[config.mk]
export PLATFORM = sky130hd
export DESIGN_NAME = state_pointer_invalidate_decoder
export DESIGN_NICKNAME = d
export VERILOG_FILES = /design/src/rtl/spi_dec_pkg.sv /design/src/rtl/state_pointer_invalidate_decoder.sv /design/src/rtl/spi_cmd_field_decode.sv /design/src/rtl/spi_ptr_valid_bank.sv
export SDC_FILE = /design/constraint.sdc
export NUM_CORES = 1
export LEC_CHECK = 0
export ABC_CLOCK_PERIOD_IN_PS = 2500
export BUFFER_PORTS_ARGS = -buffer_cell sky130_fd_sc_hd__clkbuf_2
export CAP_MARGIN = 20
export CORE_MARGIN = 1
export CORE_UTILIZATION = 45
export CTS_CLUSTER_SIZE = 12
export DETAILED_ROUTE_END_ITERATION = 12
export PLACE_DENSITY = 0.78
export SLEW_MARGIN = 15
export SYNTH_ARGS = -nofsm -noshare
export SYNTH_HDL_FRONTEND = slang
export SYNTH_SLANG_ARGS = --single-unit
export TNS_END_PERCENT = 100
[constraint.sdc]
create_clock -name CLK_SYS_I -period 2.5 [get_ports CLK_SYS_I]
set_input_delay 0.25 -clock CLK_SYS_I [delete_from_list [all_inputs] [get_ports CLK_SYS_I]]
set_output_delay 0.25 -clock CLK_SYS_I [all_outputs]
set_load 0.01 [all_outputs]
[src/rtl/spi_dec_pkg.sv]
// shared constants for the state pointer invalidate decoder
package spi_dec_pkg;

    // command dword field positions
    localparam int TYPE_MSB = 31;
    localparam int TYPE_LSB = 29;
    localparam int SUBTYPE_MSB = 28;
    localparam int SUBTYPE_LSB = 27;
    localparam int OPCODE_MSB = 26;
    localparam int OPCODE_LSB = 24;
    localparam int SUBOP_MSB = 23;
    localparam int SUBOP_LSB = 16;
    localparam int RSVD_MSB = 15;
    localparam int RSVD_LSB = 3;
    localparam int SEL_PIPE_BIT = 2;
    localparam int SEL_CONST_BIT = 1;
    localparam int SEL_MEDIA_BIT = 0;

    // command field encodings
    localparam logic [2:0] GRAPHICS_PIPE_TYPE = 3'h3;
    localparam logic [1:0] SINGLE_DWORD_SUBTYPE = 2'h1;
    localparam logic [2:0] PIPELINED_OPCODE_GROUP = 3'h0;
    localparam logic [7:0] SUBOP_PTR_INVALIDATE = 8'h02;

    // pointer groups, one valid flag each
    localparam int NUM_GROUPS = 4;
    localparam int GRP_PIPE = 0;
    localparam int GRP_CC = 1;
    localparam int GRP_CONST = 2;
    localparam int GRP_MEDIA = 3;
    localparam logic [3:0] VALID_RST = 4'h0;

    // register bus
    localparam int ADDR_W = 8;
    localparam logic [7:0] REG_CTRL = 8'h00;
    localparam logic [7:0] REG_STATUS = 8'h04;
    localparam logic [7:0] REG_INV_COUNT = 8'h08;
    localparam logic [7:0] REG_LAST_CMD = 8'h0C;

    // control and status fields
    localparam int CTRL_DEC_EN_BIT = 0;
    localparam int CTRL_STRICT_BIT = 1;
    localparam logic CTRL_DEC_EN_RST = 1'b1;
    localparam logic CTRL_STRICT_RST = 1'b0;
    localparam int STAT_VALID_LSB = 0;
    localparam int STAT_RSVD_ERR_BIT = 8;
    localparam int INV_COUNT_W = 16;

    // block state
    typedef enum logic [1:0] {
        ST_IDLE = 2'b00,
        ST_RUN = 2'b01
    } dec_state_t;

endpackage

[src/rtl/state_pointer_invalidate_decoder.sv]
// top of the state pointer invalidate decoder with its registers
//
// Functional notes
// RULE1 - top three bits equal three: graphics pipe
// RULE2 - subtype bits 28:27 equal one, single dword
// RULE3 - opcode bits 26:24 equal zero, pipelined
// RULE4 - sub-opcode bits 23:16 equal 02h
// RULE5 - producer sends zeros in bits 15:3
// RULE6 - bit 2 invalidates pipelined pointers
// RULE7 - bit 1 invalidates constant buffer pointer
// RULE8 - bit 0 invalidates media state pointers
// RULE9 - no prefetch through an invalid pointer
// RULE10 - producer reissues pointers before dependent rendering
// RULE11 - only selected, listed pointer groups touched
// RULE12 - per-group valid flag, set then cleared
//
// Added by the designer: the register offsets and the strobed register port.
`timescale 1ns/1ps
`default_nettype none
module state_pointer_invalidate_decoder
    import spi_dec_pkg::*;
#(
    parameter int CNT_W = INV_COUNT_W
)
(
    input wire logic CLK_SYS_I,
    input wire logic RST_I,
    // command stream from the streamer
    input wire logic CMD_VALID_I,
    input wire logic [31:0] CMD_DW_I,
    // pointer-setting commands executed elsewhere
    input wire logic PIPE_PTR_SET_I,
    input wire logic CC_PTR_SET_I,
    input wire logic CONST_BUF_SET_I,
    input wire logic MEDIA_PTR_SET_I,
    // prefetch requests through a pointer group
    input wire logic PREFETCH_REQ_I,
    input wire logic [1:0] PREFETCH_GRP_I,
    // register port
    input wire logic [spi_dec_pkg::ADDR_W-1:0] REG_ADDR_I,
    input wire logic [31:0] REG_WDATA_I,
    input wire logic REG_WR_I,
    input wire logic REG_RD_I,
    output logic [31:0] REG_RDATA_O,
    // results
    output logic INV_DONE_O,
    output logic CMD_REJECT_O,
    output logic RSVD_ERR_O,
    output logic [spi_dec_pkg::NUM_GROUPS-1:0] PTR_VALID_O,
    output logic PREFETCH_GRANT_O,
    output logic PREFETCH_DENY_O
);

    import spi_dec_pkg::*;

    // decoder run state
    dec_state_t state_r;
    dec_state_t state_nxt;

    // control register fields
    logic dec_en_r;
    logic strict_r;

    // sticky error and command history
    logic rsvd_err_r;
    logic rsvd_err_nxt;
    logic [CNT_W-1:0] inv_cnt_r;
    logic [31:0] last_cmd_r;

    // one-cycle result pulses
    logic inv_done_r;
    logic reject_r;
    logic grant_r;
    logic deny_r;

    // registered read data
    logic [31:0] rdata_r;

    // outputs of the submodules
    logic is_inv;
    logic rsvd_nz;
    logic [NUM_GROUPS-1:0] sel;
    logic [NUM_GROUPS-1:0] valid;

    // field decoder of the incoming dword
    spi_cmd_field_decode u_decode (
        .dw_i(CMD_DW_I),
        .is_inv_o(is_inv),
        .rsvd_nz_o(rsvd_nz),
        .sel_o(sel)
    );

    // commands only count while the decoder runs
    wire running = state_r == ST_RUN;
    wire cmd_hit = CMD_VALID_I && running && is_inv;

    // strict mode refuses commands with reserved bits set
    wire strict_block = strict_r && rsvd_nz;
    wire cmd_exec = cmd_hit && !strict_block;
    wire cmd_rej = cmd_hit && strict_block;

    // invalidate only groups whose select bit is set
    wire [NUM_GROUPS-1:0] clr_vec = cmd_exec ? sel : '0; // RULE11

    // pointer-setting commands raise their flags again
    wire [NUM_GROUPS-1:0] set_vec;
    assign set_vec[GRP_PIPE] = PIPE_PTR_SET_I; // RULE12
    assign set_vec[GRP_CC] = CC_PTR_SET_I; // RULE12
    assign set_vec[GRP_CONST] = CONST_BUF_SET_I; // RULE12
    assign set_vec[GRP_MEDIA] = MEDIA_PTR_SET_I; // RULE12

    // valid flag bank
    spi_ptr_valid_bank #(
        .GROUPS(NUM_GROUPS)
    ) u_bank (
        .clk_i(CLK_SYS_I),
        .rst_i(RST_I),
        .set_i(set_vec),
        .clr_i(clr_vec),
        .valid_o(valid)
    );

    // one-hot form of the requested group
    wire [NUM_GROUPS-1:0] pf_onehot;
    genvar gi;
    generate
        for (gi = 0; gi < NUM_GROUPS; gi = gi + 1)
        begin : g_pf_sel
            assign pf_onehot[gi] = PREFETCH_GRP_I == 2'(gi);
        end
    endgenerate

    // prefetch gating on the current flag of the requested group
    wire grp_valid = |(pf_onehot & valid);

    // exactly one answer per request
    wire pf_grant = PREFETCH_REQ_I && grp_valid; // RULE9
    wire pf_deny = PREFETCH_REQ_I && !grp_valid; // RULE9

    // register decode
    wire sel_ctrl = REG_ADDR_I == REG_CTRL;
    wire sel_stat = REG_ADDR_I == REG_STATUS;
    wire sel_cnt = REG_ADDR_I == REG_INV_COUNT;
    wire sel_last = REG_ADDR_I == REG_LAST_CMD;

    // write strobes per register
    wire wr_ctrl = REG_WR_I && sel_ctrl;
    wire wr_stat = REG_WR_I && sel_stat;
    wire err_clr = wr_stat && REG_WDATA_I[STAT_RSVD_ERR_BIT];

    // write data fields of the control register
    wire wdata_dec_en = REG_WDATA_I[CTRL_DEC_EN_BIT];
    wire wdata_strict = REG_WDATA_I[CTRL_STRICT_BIT];

    // sticky reserved-bit error, a new error wins over the clear
    wire err_set = cmd_hit && rsvd_nz;
    assign rsvd_err_nxt = err_set ? 1'b1 : (err_clr ? 1'b0 : rsvd_err_r);

    // read value assembly
    wire [31:0] ctrl_word = {30'h0, strict_r, dec_en_r};
    wire [31:0] stat_word = {23'h0, rsvd_err_r, 4'h0, valid};
    wire [31:0] cnt_word = {{(32-CNT_W){1'b0}}, inv_cnt_r};

    // each word gated by its select, at most one is open
    wire [31:0] ctrl_part = sel_ctrl ? ctrl_word : 32'h0;
    wire [31:0] stat_part = sel_stat ? stat_word : 32'h0;
    wire [31:0] cnt_part = sel_cnt ? cnt_word : 32'h0;
    wire [31:0] last_part = sel_last ? last_cmd_r : 32'h0;
    wire [31:0] rd_mux = ctrl_part | stat_part | cnt_part | last_part;

    // decoder run state follows the enable
    always_comb
    begin
        state_nxt = state_r;
        unique case (state_r)
            ST_IDLE:
                if (dec_en_r)
                    state_nxt = ST_RUN;
            ST_RUN:
                if (!dec_en_r)
                    state_nxt = ST_IDLE;
            default:
                state_nxt = ST_IDLE;
        endcase
    end

    // state register
    always_ff @(posedge CLK_SYS_I)
    begin
        if (RST_I)
            state_r <= ST_IDLE;
        else
            state_r <= state_nxt;
    end

    // decode enable bit of the control register
    always_ff @(posedge CLK_SYS_I)
    begin
        if (RST_I)
            dec_en_r <= CTRL_DEC_EN_RST;
        else if (wr_ctrl)
            dec_en_r <= wdata_dec_en;
    end

    // strict reserved-bit check of the control register
    always_ff @(posedge CLK_SYS_I)
    begin
        if (RST_I)
            strict_r <= CTRL_STRICT_RST;
        else if (wr_ctrl)
            strict_r <= wdata_strict;
    end

    // error flag
    always_ff @(posedge CLK_SYS_I)
    begin
        if (RST_I)
            rsvd_err_r <= 1'b0;
        else
            rsvd_err_r <= rsvd_err_nxt; // RULE5
    end

    // executed command count, wraps at its width
    always_ff @(posedge CLK_SYS_I)
    begin
        if (RST_I)
            inv_cnt_r <= '0;
        else if (cmd_exec)
            inv_cnt_r <= inv_cnt_r + 1'b1;
    end

    // last executed command dword
    always_ff @(posedge CLK_SYS_I)
    begin
        if (RST_I)
            last_cmd_r <= 32'h0;
        else if (cmd_exec)
            last_cmd_r <= CMD_DW_I;
    end

    // done pulse after an executed invalidate
    always_ff @(posedge CLK_SYS_I)
    begin
        if (RST_I)
            inv_done_r <= 1'b0;
        else
            inv_done_r <= cmd_exec;
    end

    // reject pulse after a refused invalidate
    always_ff @(posedge CLK_SYS_I)
    begin
        if (RST_I)
            reject_r <= 1'b0;
        else
            reject_r <= cmd_rej;
    end

    // grant pulse when the requested pointer is valid
    always_ff @(posedge CLK_SYS_I)
    begin
        if (RST_I)
            grant_r <= 1'b0;
        else
            grant_r <= pf_grant; // RULE9
    end

    // deny pulse when the requested pointer is invalid
    always_ff @(posedge CLK_SYS_I)
    begin
        if (RST_I)
            deny_r <= 1'b0;
        else
            deny_r <= pf_deny; // RULE9
    end

    // read value held for one cycle, zero otherwise
    wire [31:0] rdata_nxt = REG_RD_I ? rd_mux : 32'h0;

    // read data in the cycle after the strobe only
    always_ff @(posedge CLK_SYS_I)
    begin
        if (RST_I)
            rdata_r <= 32'h0;
        else
            rdata_r <= rdata_nxt;
    end

    // read port straight from its flop
    assign REG_RDATA_O = rdata_r;

    // command results straight from flops
    assign INV_DONE_O = inv_done_r;
    assign CMD_REJECT_O = reject_r;
    assign RSVD_ERR_O = rsvd_err_r;

    // flag bank and prefetch answers straight from flops
    assign PTR_VALID_O = valid; // RULE12
    assign PREFETCH_GRANT_O = grant_r;
    assign PREFETCH_DENY_O = deny_r;

endmodule // state_pointer_invalidate_decoder
`default_nettype wire

[src/rtl/spi_cmd_field_decode.sv]
// splits a command dword and recognises the pointer invalidate command
`timescale 1ns/1ps
`default_nettype none
module spi_cmd_field_decode
    import spi_dec_pkg::*;
(
    input wire logic [31:0] dw_i,
    output logic is_inv_o,
    output logic rsvd_nz_o,
    output logic [NUM_GROUPS-1:0] sel_o
);

    // field comparisons of the command header
    wire type_ok = dw_i[TYPE_MSB:TYPE_LSB] == GRAPHICS_PIPE_TYPE; // RULE1
    wire sub_ok = dw_i[SUBTYPE_MSB:SUBTYPE_LSB] == SINGLE_DWORD_SUBTYPE; // RULE2
    wire op_ok = dw_i[OPCODE_MSB:OPCODE_LSB] == PIPELINED_OPCODE_GROUP; // RULE3
    wire subop_ok = dw_i[SUBOP_MSB:SUBOP_LSB] == SUBOP_PTR_INVALIDATE; // RULE4

    assign is_inv_o = type_ok && sub_ok && op_ok && subop_ok; // RULE4
    // reserved bits are flagged, the producer must send zeros
    assign rsvd_nz_o = |dw_i[RSVD_MSB:RSVD_LSB]; // RULE5

    // select bits onto the pointer groups
    assign sel_o[GRP_PIPE] = dw_i[SEL_PIPE_BIT]; // RULE6
    assign sel_o[GRP_CC] = dw_i[SEL_PIPE_BIT]; // RULE11
    assign sel_o[GRP_CONST] = dw_i[SEL_CONST_BIT]; // RULE7
    assign sel_o[GRP_MEDIA] = dw_i[SEL_MEDIA_BIT]; // RULE8

endmodule // spi_cmd_field_decode
`default_nettype wire

[src/rtl/spi_ptr_valid_bank.sv]
// one valid flag per pointer group, set by pointer commands
`timescale 1ns/1ps
`default_nettype none
module spi_ptr_valid_bank
    import spi_dec_pkg::*;
#(
    parameter int GROUPS = NUM_GROUPS
)
(
    input wire logic clk_i,
    input wire logic rst_i,
    input wire logic [GROUPS-1:0] set_i,
    input wire logic [GROUPS-1:0] clr_i,
    output logic [GROUPS-1:0] valid_o
);

    // a fresh pointer command wins over an invalidate in the same cycle
    genvar g;
    generate
        for (g = 0; g < GROUPS; g = g + 1)
        begin : g_flag
            always_ff @(posedge clk_i)
            begin
                if (rst_i)
                    valid_o[g] <= VALID_RST[g];
                else if (set_i[g])
                    valid_o[g] <= 1'b1; // RULE12
                else if (clr_i[g])
                    valid_o[g] <= 1'b0; // RULE12
            end
        end
    endgenerate

endmodule // spi_ptr_valid_bank
`default_nettype wire

Word level (Yosys, flattened, before mapping)
Cells that the tools add are included.
{"block": "totals", "output_inout_bits": 41, "word_cells": 80, "regBits": 93}
{"block": "op_classes", "eq_ne": 12, "bitwise": 5, "n_addsub": 1, "reduce_logical": 29, "n_mux": 18}
{"cell": "$mux W32", "n": 1}
{"cell": "$or A16 B32 Y32", "n": 1}
{"cell": "$add A16 B1 Y16 const B", "n": 1}
{"cell": "$eq A8 B4 Y1 const B", "n": 2}
{"cell": "$mux W16", "n": 1}
{"cell": "$or A9 B16 Y16", "n": 1}
{"cell": "$logic_and A1 B1 Y1", "n": 14}
{"cell": "$reduce_or A13 Y1", "n": 1}
{"cell": "$mux W1", "n": 10}
{"cell": "$reduce_bool A2 Y1", "n": 5}
{"cell": "$mux W9", "n": 1}
{"cell": "$or A2 B9 Y9", "n": 1}
{"cell": "$eq A8 B2 Y1 const B", "n": 1}
{"cell": "$eq A8 B3 Y1 const B", "n": 1}
{"cell": "$logic_not A8 Y1", "n": 1}
{"cell": "$eq A2 B1 Y1 const B", "n": 3}
{"cell": "$mux W2", "n": 3}
{"cell": "$and A4 B4 Y4", "n": 1}
{"cell": "$eq A2 B2 Y1 const B", "n": 2}
{"cell": "$logic_not A2 Y1", "n": 2}
{"cell": "$mux W4", "n": 1}
{"cell": "$ne A2 B2 Y1 const B", "n": 2}
{"cell": "$pmux W2 S2", "n": 1}
{"cell": "$reduce_or A4 Y1", "n": 1}
{"cell": "6 further kinds", "n": 7}

Longest topological paths before layout
Gate-level depths: netlist (run 1).
{"block": "depth", "word_depth": 9, "depth_mapped": 7}

Hierarchy
A second synthesis (run 1) with hierarchy kept.
{"block": "unflattened", "cells_unflattened": 387, "hier_area_um2": 3475.8}
{"module": "state_pointer_invalidate_decoder", "area_per_inst_um2": 3223.1, "seq_area_each_um2": 1761.7, "instances": 1, "cells_per_inst": 357}
{"module": "spi_ptr_valid_bank", "area_per_inst_um2": 140.1, "seq_area_each_um2": 80.1, "instances": 1, "cells_per_inst": 16}
{"module": "spi_cmd_field_decode", "area_per_inst_um2": 112.6, "seq_area_each_um2": 0.0, "instances": 1, "cells_per_inst": 14}

Least setup slack after synthesis (run 1)
No wires, ideal clock.
{"block": "synth_timing", "path_type": "input -> register", "from": "input CMD_DW_I[20]", "to": "register inv_cnt_r[7]", "arrival_time_ns": 2.042, "path_slack_ns": 0.326, "n_path_buf": 2, "setup_ns": 0.132, "required_ns": 2.368, "stages": 7, "cell_sequence": "or4_4 nand4bb_4 or3_4 buf_6 buf_2 o41ai_1 a21oi_1"}
{"block": "synth_via", "elab_chain_len": 4}
{"element": "from (decl)", "line": "state_pointer_invalidate_decoder.sv:30", "rtl": "input wire logic [31:0] CMD_DW_I,"}
{"element": "$eq A8 B2 Y1", "line": "spi_cmd_field_decode.sv:17", "rtl": "wire subop_ok = dw_i[SUBOP_MSB:SUBOP_LSB] == SUBOP_PTR_INVALIDATE;"}
{"element": "$logic_and A1 B1 Y1", "line": "spi_cmd_field_decode.sv:19", "rtl": "assign is_inv_o = type_ok && sub_ok && op_ok && subop_ok;"}
{"element": "$logic_and A1 B1 Y1", "line": "state_pointer_invalidate_decoder.sv:95", "rtl": "wire cmd_hit = CMD_VALID_I && running && is_inv;"}
{"element": "$logic_and A1 B1 Y1", "line": "state_pointer_invalidate_decoder.sv:99", "rtl": "wire cmd_exec = cmd_hit && !strict_block;"}
{"element": "to (signal assigned)", "line": "state_pointer_invalidate_decoder.sv:229", "rtl": "inv_cnt_r <= inv_cnt_r + 1'b1;"}
{"element": "to (decl)", "line": "state_pointer_invalidate_decoder.sv:67", "rtl": "logic [CNT_W-1:0] inv_cnt_r;"}
No other way between the ends.
A chain may end at the register's enable or synchronous reset.

Worst setup path in the final report (run 1)
{"block": "layout_timing", "from": "input CMD_DW_I[20]", "to": "register inv_cnt_r[13]"}
Same word-level chain as after synthesis.

==> out/results.txt, run 1 <==
After detailed routing, the average wire length per cell comes to 13.3 µm. The total grt overflow is 0, and the power per unit of standard cell area is 663 nW/µm². The initial utilization of the core area, before any placement, comes to 47.7%.

After clock tree synthesis, the clock-pin slew on the worst setup and hold paths is 0.09 ns. The logs give 0 for the count of antenna-violating nets left after detailed routing and 0.581 mW for the power dissipated by switching net loads. The synthesized design contains 0 enable-type register cells. The clock network power share is 42.9%, and the CTS buffer count is 9.

Global routing consumed, over all layers together, 20.3% of the routing resources. Leaving out fill and tap cells, the most frequent cell in the layout is sky130_fd_sc_hd__clkbuf_2. The total area inside the core boundary comes to 6980 µm². The clock sink count was 92; the final max-slew violation count was 0.

The internal portion of the total power is 2.20 mW. The post-synthesis sequential area ratio came out at 55.4%. The analysis attributes to cell leakage a power of 1.72 nW.

Measured along the y axis, the die boundary spans 88.0 µm. In the final timing run, aggregate negative setup slack is 0 ns. For the worst setup path, the data required time is 2.78 ns. In this run the cell area of the synthesized design comes to 3330 µm². Measured along the x axis, the die boundary spans 88.0 µm. Via count normalized by instance count: 5.06. The average cell area after synthesis works out to 9.73 µm². The top achievable clock speed is 490 MHz, and the minimum clock period is 2.04 ns. The pre-antenna-repair detailed-routing pass consisted of 4 iterations.

The number of flip-flops and latches in the synthesized netlist was 92; the number of setup buffers added after CTS was 0. Counting cells, the worst reg-to-reg path comes to 6. In this run the worst setup path begins at CMD_DW_I[20]. At the pin with the least slew margin, the transition time is 0.580 ns.

For this run, the post-layout net count is 528. Overall power consumption after layout is estimated at 2.78 mW. The top-area cell type share of the netlist area was 55.4%.

Across the run, the number of max-cap violations was 0. The logs give 544 for the final cell count without fillers and 3 for the number of levels the H-tree was split into. The run gives 39 as the number of distinct library cells after synthesis. Worst flop-to-flop path startpoint: inv_cnt_r[3]$_SDFFE_PP0N_.

Headroom to the max-slew limit came out at 61.2%. The final number of hold-violating endpoints is 0, and the via count is 2,754. STA classifies the critical path startpoint as an input pin. The flow ran to the end, and the final reports show no timing, DRC or antenna violations.

Wire length of the first global-routing pass: 12,100 µm. For the number of DRC markers in iteration 0, the log shows 184. For this design the top-level I/O count stands at 125. Of the total power, combinational logic draws 3.9%. Following the worst setup path forward leads to its endpoint at inv_cnt_r[13]$_SDFFE_PP0N_. The worst register-to-register path ends at inv_cnt_r[12]$_SDFFE_PP0N_. The run gives 2 as the buffer levels on the longest clock path. The fraction of layout cells with a size suffix above 1 was 30.1%. The residual DRC count was 0; the number of instances resized during post-cts repair was 0. In the layout the commonest cells are 95 x sky130_fd_sc_hd__clkbuf_2, 92 x sky130_fd_sc_hd__dfxtp_1, 46 x sky130_fd_sc_hd__nand2_1. TritonCTS built the clock tree. The largest fanout on the critical path is 26. After detailed placement, the design holds a cell count of 528. The worst path uses 81.6% of the clock period. In the post-synthesis netlist, the biggest area contributors are sky130_fd_sc_hd__dfxtp_1 55%, sky130_fd_sc_hd__and2_1 5.5%, sky130_fd_sc_hd__nand2_1 5.2%. The logs give 7230 µm for the aggregate routed wire length and 0.35 ns for the clock latency of the later-clocked register in the worst-skew pair. The tree is rooted in a sky130_fd_sc_hd__clkbuf_8.

Along the worst hold path, the cell count comes to 3. In this run the worst hold path is classified as input pin to flop. Setup repair after global routing left no endpoint under its margin. Setup violations remaining at the end of the flow were counted as 0. Relative to the synthesized area, the layout overhead comes to 25.9%. The biggest area contributor in the post-synthesis netlist is sky130_fd_sc_hd__dfxtp_1. The die covers 7740 µm².

The setup check on the worst reg-to-reg path leaves a slack of 0.57 ns. Post-DP HPWL: 5200 µm. For the total area of sequential cells, the log shows 1840 µm². The tools report the number of global-route vias before repair as 2,642.

The congestion estimate from routability-driven global placement came to 0.858. The logs give 2.32 ns for the arrival time at the worst endpoint and 0 for the antenna diode instance count. The yosys synthesis warning count is 0, and the proportion of synthesized flip-flops having asynchronous set or reset is 0%.

For this run, the leading register cell type out of synthesis is sky130_fd_sc_hd__dfxtp_1. The tools report the number of antenna violations at the first check in global routing as 0. The multi-input combinational cells in the finished layout cover a total of 1390 µm².

The largest clock skew in the final design was 0.00942 ns. After filler insertion, the fill cell instance count of the layout stands at 622. The hold buffer count at cts is 0.

Number of nets in the synthesized netlist: 427. The gate count of the mapped netlist came out at 342. The count of buffers added on input and output ports is 95. The logs give 30 for the standard-cell row count and 345 µV for the worst voltage drop across the vdd grid.

The logs give 50 for the pin count of the biggest net entering global routing and 53.2% for the proportion of power drawn by flip-flops and latches. The setup path with the least slack is of type input pin to flop. Type of destination of the critical path: a flop.

Switching part of the total power: 20.9%.
==> final cells by class <==
type	count	share of cell area, %
flip-flops and latches	92	44.0
multi-input cells	225	33.1
well taps	96	2.87
inverters	8	0.717
clock buffers	9	2.96
clock inverters	7	2.87
repair buffers	107	13.5
==> flip-flops by register name, summed over array words and instances, names as in the netlist <==
signal	flops
INV_DONE_O	1
dec_en_r	1
strict_r	1
RSVD_ERR_O	1
CMD_REJECT_O	1
PREFETCH_DENY_O	1
u_bank.valid_o	4
inv_cnt_r	16
state_r	1
REG_RDATA_O	32
PREFETCH_GRANT_O	1
last_cmd_r	32
==> worst min path at each step <==
stage	endpoint	from	slack (ns)
after floorplan	u_bank.valid_o[2]$_SDFFE_PP0P_	CMD_DW_I[1]	0.37
after global placement	REG_RDATA_O[24]$_SDFF_PP0_	last_cmd_r[24]$_SDFFE_PP0N_	0.43
after detailed placement	REG_RDATA_O[19]$_SDFF_PP0_	last_cmd_r[19]$_SDFFE_PP0N_	0.43
after CTS	u_bank.valid_o[3]$_SDFFE_PP0P_	CMD_DW_I[0]	0.09
after global routing	u_bank.valid_o[0]$_SDFFE_PP0P_	PIPE_PTR_SET_I	0.11
final	u_bank.valid_o[0]$_SDFFE_PP0P_	PIPE_PTR_SET_I	0.1
==> critical path: stages <==
cell and delay (ns):
sky130_fd_sc_hd__clkbuf_2 0.08, sky130_fd_sc_hd__or4_4 0.53, sky130_fd_sc_hd__nand4bb_4 0.26, sky130_fd_sc_hd__or3_4 0.49
sky130_fd_sc_hd__or4_1 0.55, sky130_fd_sc_hd__a21oi_1 0.15
==> Yosys cell counts (3+ instances only) <==
library cell and number:
sky130_fd_sc_hd__dfxtp_1 92, sky130_fd_sc_hd__nand2_1 46, sky130_fd_sc_hd__a21oi_1 31, sky130_fd_sc_hd__and2_1 29
sky130_fd_sc_hd__nor2_1 27, sky130_fd_sc_hd__clkbuf_1 15, sky130_fd_sc_hd__a22o_1 11, sky130_fd_sc_hd__inv_1 8
sky130_fd_sc_hd__nor2b_1 8, sky130_fd_sc_hd__o31ai_1 8, sky130_fd_sc_hd__or4_1 8, sky130_fd_sc_hd__nor4_1 6
sky130_fd_sc_hd__o21ai_0 5, sky130_fd_sc_hd__nand3_1 4, sky130_fd_sc_hd__xnor2_1 4, sky130_fd_sc_hd__a22oi_1 3
sky130_fd_sc_hd__mux2_2 3, sky130_fd_sc_hd__mux4_2 3, sky130_fd_sc_hd__nand3b_1 3, sky130_fd_sc_hd__or3_1 3
==> power by group through the flow <==
stage | combinational, mW | sequential, mW | clock [mW]
finish | 0.109 | 1.48 | 1.19
global route | 0.121 | 1.48 | 1.27
CTS | 0.110 | 1.48 | 1.20
detailed placement | 0.109 | 1.51 | 0
global placement | 0.107 | 1.51 | 0
floorplan | 0.0440 | 1.51 | 0
==> through the flow <==
step | worst slack [ns] | hold WS [ns] | instance area, µm² | utilization [%]
after floorplan | 0.326 | 0.365 | 3330 | -
after global placement | 0.164 | 0.432 | 3950 | 56.5
after detailed placement | 0.109 | 0.429 | 3950 | 56.5
after CTS | 0.461 | 0.0914 | 4190 | 60.0
after global routing | 0.346 | 0.109 | 4190 | 60.0
final | 0.459 | 0.0989 | 4190 | 60.0
==> kinds of logic after synthesis <==
kind of cell / count (synthesis) / synth area share (%)
fa+ha+maj: 1 / 0.376
mux: 6 / 3.05
xor+xnor: 4 / 1.05
buf+inv: 25 / 3.08
compound gates: 65 / 12.7
flops: 92 / 55.4
simple gates: 149 / 24.4
==> layer usage <==
metal | track usage [%] | vias up | share of wire [%]
li1 | - | 1397 | -
met1 | 25.1 | 1259 | 43
met2 | 34.1 | 85 | 51
met3 | 5.00 | 13 | 4.3
met4 | 7.75 | 0 | 1.9
met5 | 0 | - | 0
No activity file was read; power rests on OpenSTA's default activity.
==> run 2: changes to the inputs <==
- ABC_AREA: default -> 1
- ABC_CLOCK_PERIOD_IN_PS: 2500 -> 1750
- PLACE_DENSITY: 0.78 -> 0.79
- clock period: 2.5 -> 1.75 ns (I/O delays scaled with it)
==> run 2 against run 1 <==
Die area rose by 12%. Wire length is 17% higher. Final cell count is 33% higher. Combinational power increased by 61%. Clock power is 19% higher. Flip-flop and latch count stayed put. Sequential share of layout area fell by 3.5 points. Count of clock-buffer cells in the layout is the same.
==> out/results.txt, run 2 <==
The flow ran to the end, and the final reports show no timing, DRC or antenna violations. The logs give 0 (unchanged) for the number of instances resized during post-cts repair and 0 ns (unchanged) for the sum of negative setup slack. The worst voltage drop across the vdd grid was 527 µV (+53%); the top-area cell type share of the netlist area was 49.2% (-6.2 points).

The via count came out at 3,522 (+28%). The final max-slew violation count is 0 (unchanged). sky130_fd_sc_hd__dfxtp_1 takes more of the synthesized area than any other cell.

In this run the worst hold path is classified as input pin to flop. The run gives 47.5% (-0.16 points) as the effective utilization at floorplan. The tools report the weighted congestion reported at the end of routability-driven placement as 0.850 (-0.90%).

The die width is 93.2 µm (+6.0%). For the number of global-route vias before repair, the log shows 3,346 (+27%). The antenna diode instance count came out at 0 (unchanged). The logs give 9 (unchanged) for the CTS buffer count and 3 (unchanged) for the number of levels the H-tree was split into.

The tools report the residual DRC count as 0 (unchanged). The logs give 0.37 ns (+0.02 ns) for the clock latency of the later-clocked register in the worst-skew pair and 4550 µm² (+8.6%) for the final design instance area without fill. Standard-cell row count: 32 (+6.7%). Gate count of the mapped netlist: 519 (+52%). The power per unit of standard cell area was 814 nW/µm² (+23%); the share of the cycle needed by the critical path after routing was 88.9%.

The layout-stage area growth over the synthesis result works out to 21.4%. The tree is rooted in a sky130_fd_sc_hd__clkbuf_8. The full die area came out at 8690 µm² (+12%).

For the finished layout, the period the worst path requires is 1.56 ns. The fraction of layout cells with a size suffix above 1 is 22.3% (-7.8 points), and the hold buffer count at cts is 0 (unchanged). The global-route usage over all layers was 20.5% (+0.20 points); the number of distinct library cells after synthesis was 30 (-23%).

For the core area, the log shows 7890 µm² (+13%). The yosys synthesis warning count was 0 (unchanged). TritonCTS built the clock tree.

For the pre-CTS setup slack, the log shows 0.148 ns (+0.0393 ns). The logs give 0 (unchanged) for the reported max-cap violation count and 0 (unchanged) for the number of antenna violations at the first check in global routing. The most common cell after layout, fill and taps aside was sky130_fd_sc_hd__clkbuf_2. The aggregate routed wire length was 8440 µm (+17%).

Count of flip-flops with a built-in enable after synthesis: 0 (unchanged). Leaving out fill and tap cells, the most frequent cells in the layout are 95 x sky130_fd_sc_hd__clkbuf_2, 92 x sky130_fd_sc_hd__dfxtp_1, 91 x sky130_fd_sc_hd__nor2_1. The tools report the clock sink count as 92 (unchanged). The count of antenna-violating nets left after detailed routing was 0 (unchanged). The final worst setup slack is 0.194 ns (-0.265 ns).

The pin count of the biggest net entering global routing was 40 (-20%); the filler cell count was 762 (+23%). STA classifies the critical path endpoint as a flop. The tools report the buffer levels on the longest clock path as 2 (unchanged). The largest fanout on the critical path works out to 5 (-81%). The type of element launching the critical path was a flop. The wire length on met1 is 3680 µm (+18%). Yosys attributes the largest share of cell area to sky130_fd_sc_hd__dfxtp_1 49%, sky130_fd_sc_hd__nor2_1 9.2%, sky130_fd_sc_hd__inv_1 9.0%. The class of the most critical setup path is flop to flop.

The wire length on met2 is 4030 µm (+10%), and the number of setup buffers added after CTS is 0 (unchanged). For the post-place instance area, the log shows 4340 µm² (+10%). For the arrival time at the worst endpoint, the log shows 1.86 ns (-0.46 ns). The worst-case headroom to the max-slew limit is 74.3% (+13 points). The most common flop cell mapped by yosys is sky130_fd_sc_hd__dfxtp_1. The run gives 551 µm (+78%) as the amount of wire on met3 after detailed routing. The logs give 0 (unchanged) for the final setup violation count and 0.0120 ns (+0.00260 ns) for the largest clock skew in the final design. The number of nets in the synthesized netlist is 604 (+41%). The leakage dissipation was 2.13 nW (+24%). The via count normalized by instance count is 4.86 (-4.0%), and the chip height is 93.2 µm (+6.0%). The run gives 6230 µm (+20%) as the post-DP HPWL. For this run, the top clock speed supported by timing is 643 MHz. Wire length of the first global-routing pass: 14,000 µm (+16%). Average detailed-routed wire length per instance: 11.6 µm (-12%).

Actual transition at the worst max-transition pin: 0.385 ns (-0.195 ns). The total of buffers placed on input and output ports is 95 (unchanged), and the post-synthesis sequential area ratio is 49.2% (-6.2 points). The proportion of synthesized flip-flops having asynchronous set or reset was 0% (unchanged); the first-pass detailed-route iteration total was 5 (+1). Setup repair after global routing left no endpoint under its margin.

The netlist area before placement is 3750 µm² (+13%), and the total grt overflow is 0 (unchanged). The number of flip-flops and latches in the synthesized netlist came out at 92 (unchanged). Top-level I/O count: 125 (unchanged). Number of DRC markers in iteration 0: 222 (+21%). The worst endpoint required time is 2.06 ns (-0.72 ns). Ranked by instance count, the synthesized netlist is headed by 92 x sky130_fd_sc_hd__dfxtp_1, 92 x sky130_fd_sc_hd__nor2_1, 90 x sky130_fd_sc_hd__inv_1.

The clock edge transition at the registers on the reported setup and hold paths is 0.10 ns (about the same), and the average cell area after synthesis is 7.22 µm² (-26%). The layout net count was 703 (+33%). The top routing layer in use is met4. The final number of hold-violating endpoints was 0 (unchanged).
run 2: cell types whose count changed after synthesis, sizes merged, moves of 9 or more:
| cell | delta |
|---|---|
| inv | +83 |
| nor2 | +68 |
| nand3 | +58 |
| nand2 | +41 |
| and2 | -27 |
| o21ai | +22 |
| a21oi | -17 |
| nand4 | +14 |
| a22o | -11 |
| buf | +11 |
| or4 | -9 |
run 2: worst paths after layout:
| kind | from | endpoint | slack (ns) | cells past startpoint |
|---|---|---|---|---|
| max | inv_cnt_r[0]$_SDFFE_PP0N_ | inv_cnt_r[14]$_SDFFE_PP0N_ | 0.19 | 9 |
| min | CONST_BUF_SET_I | u_bank.valid_o[2]$_SDFFE_PP0P_ | 0.02 | 3 |
| max reg2reg | inv_cnt_r[0]$_SDFFE_PP0N_ | inv_cnt_r[14]$_SDFFE_PP0N_ | 0.19 | 9 |
| min reg2reg | last_cmd_r[28]$_SDFFE_PP0N_ | REG_RDATA_O[28]$_SDFF_PP0_ | 0.42 | 2 |
run 2: cell families after synthesis:
family                   share of synthesized area [%]
AND/OR/NAND/NOR                                   31.9
buffers and inverters                             12.6
adder cells (fa/ha/maj)                          0.334
flip-flops                                        49.2
AO/OA/AOI/OAI                                     6.08
run 2: cell type report:
cell class	instances	area (µm²)	area share (%)
sequential	92	1840	40.5
multi-input combinational	314	1440	31.6
timing repair buffer	109	593	13.0
inverter	92	345	7.59
tap	102	128	2.81
clock buffer	9	124	2.72
clock inverter	7	81.3	1.79
run 2: critical path, cell delays in order (launching register included):
cell and delay [ns]:
sky130_fd_sc_hd__dfxtp_1 0.42, sky130_fd_sc_hd__ha_1 0.23, sky130_fd_sc_hd__nand2_1 0.08, sky130_fd_sc_hd__nor2_1 0.13, sky130_fd_sc_hd__nand2_1 0.16, sky130_fd_sc_hd__nor2_1 0.18
sky130_fd_sc_hd__nand3_1 0.10, sky130_fd_sc_hd__nand2_1 0.06, sky130_fd_sc_hd__inv_1 0.04, sky130_fd_sc_hd__nor2_1 0.10
run 2: stage by stage:
step | total power, mW | util [%] | instances | hold WS (ns)
final | 3.70 | 57.7 | 725 | 0.0187
after global routing | 3.85 | 57.7 | 725 | 0.00560
after CTS | 3.73 | 57.6 | 725 | 0.00820
after detailed placement | 2.34 | 55.0 | 709 | 0.405
after global placement | 2.33 | 55.0 | 709 | 0.403
after floorplan | 2.24 | - | 519 | 0.309
run 2: report_power, final:
group	total, mW	switching (mW)	internal [mW]
Combinational	0.176	0.0982	0.0782
Sequential	2.11	0.00845	2.10
Clock	1.42	0.849	0.567
Total	3.70	0.956	2.75
run 2: layer usage:
| layer | GRT usage [%] | vias to the layer above |
|---|---|---|
| met4 | 8.72 | 0 |
| li1 | - | 1800 |
| met1 | 25.0 | 1554 |
| met3 | 4.07 | 19 |
| met5 | 0 | - |
| met2 | 35.0 | 149 |
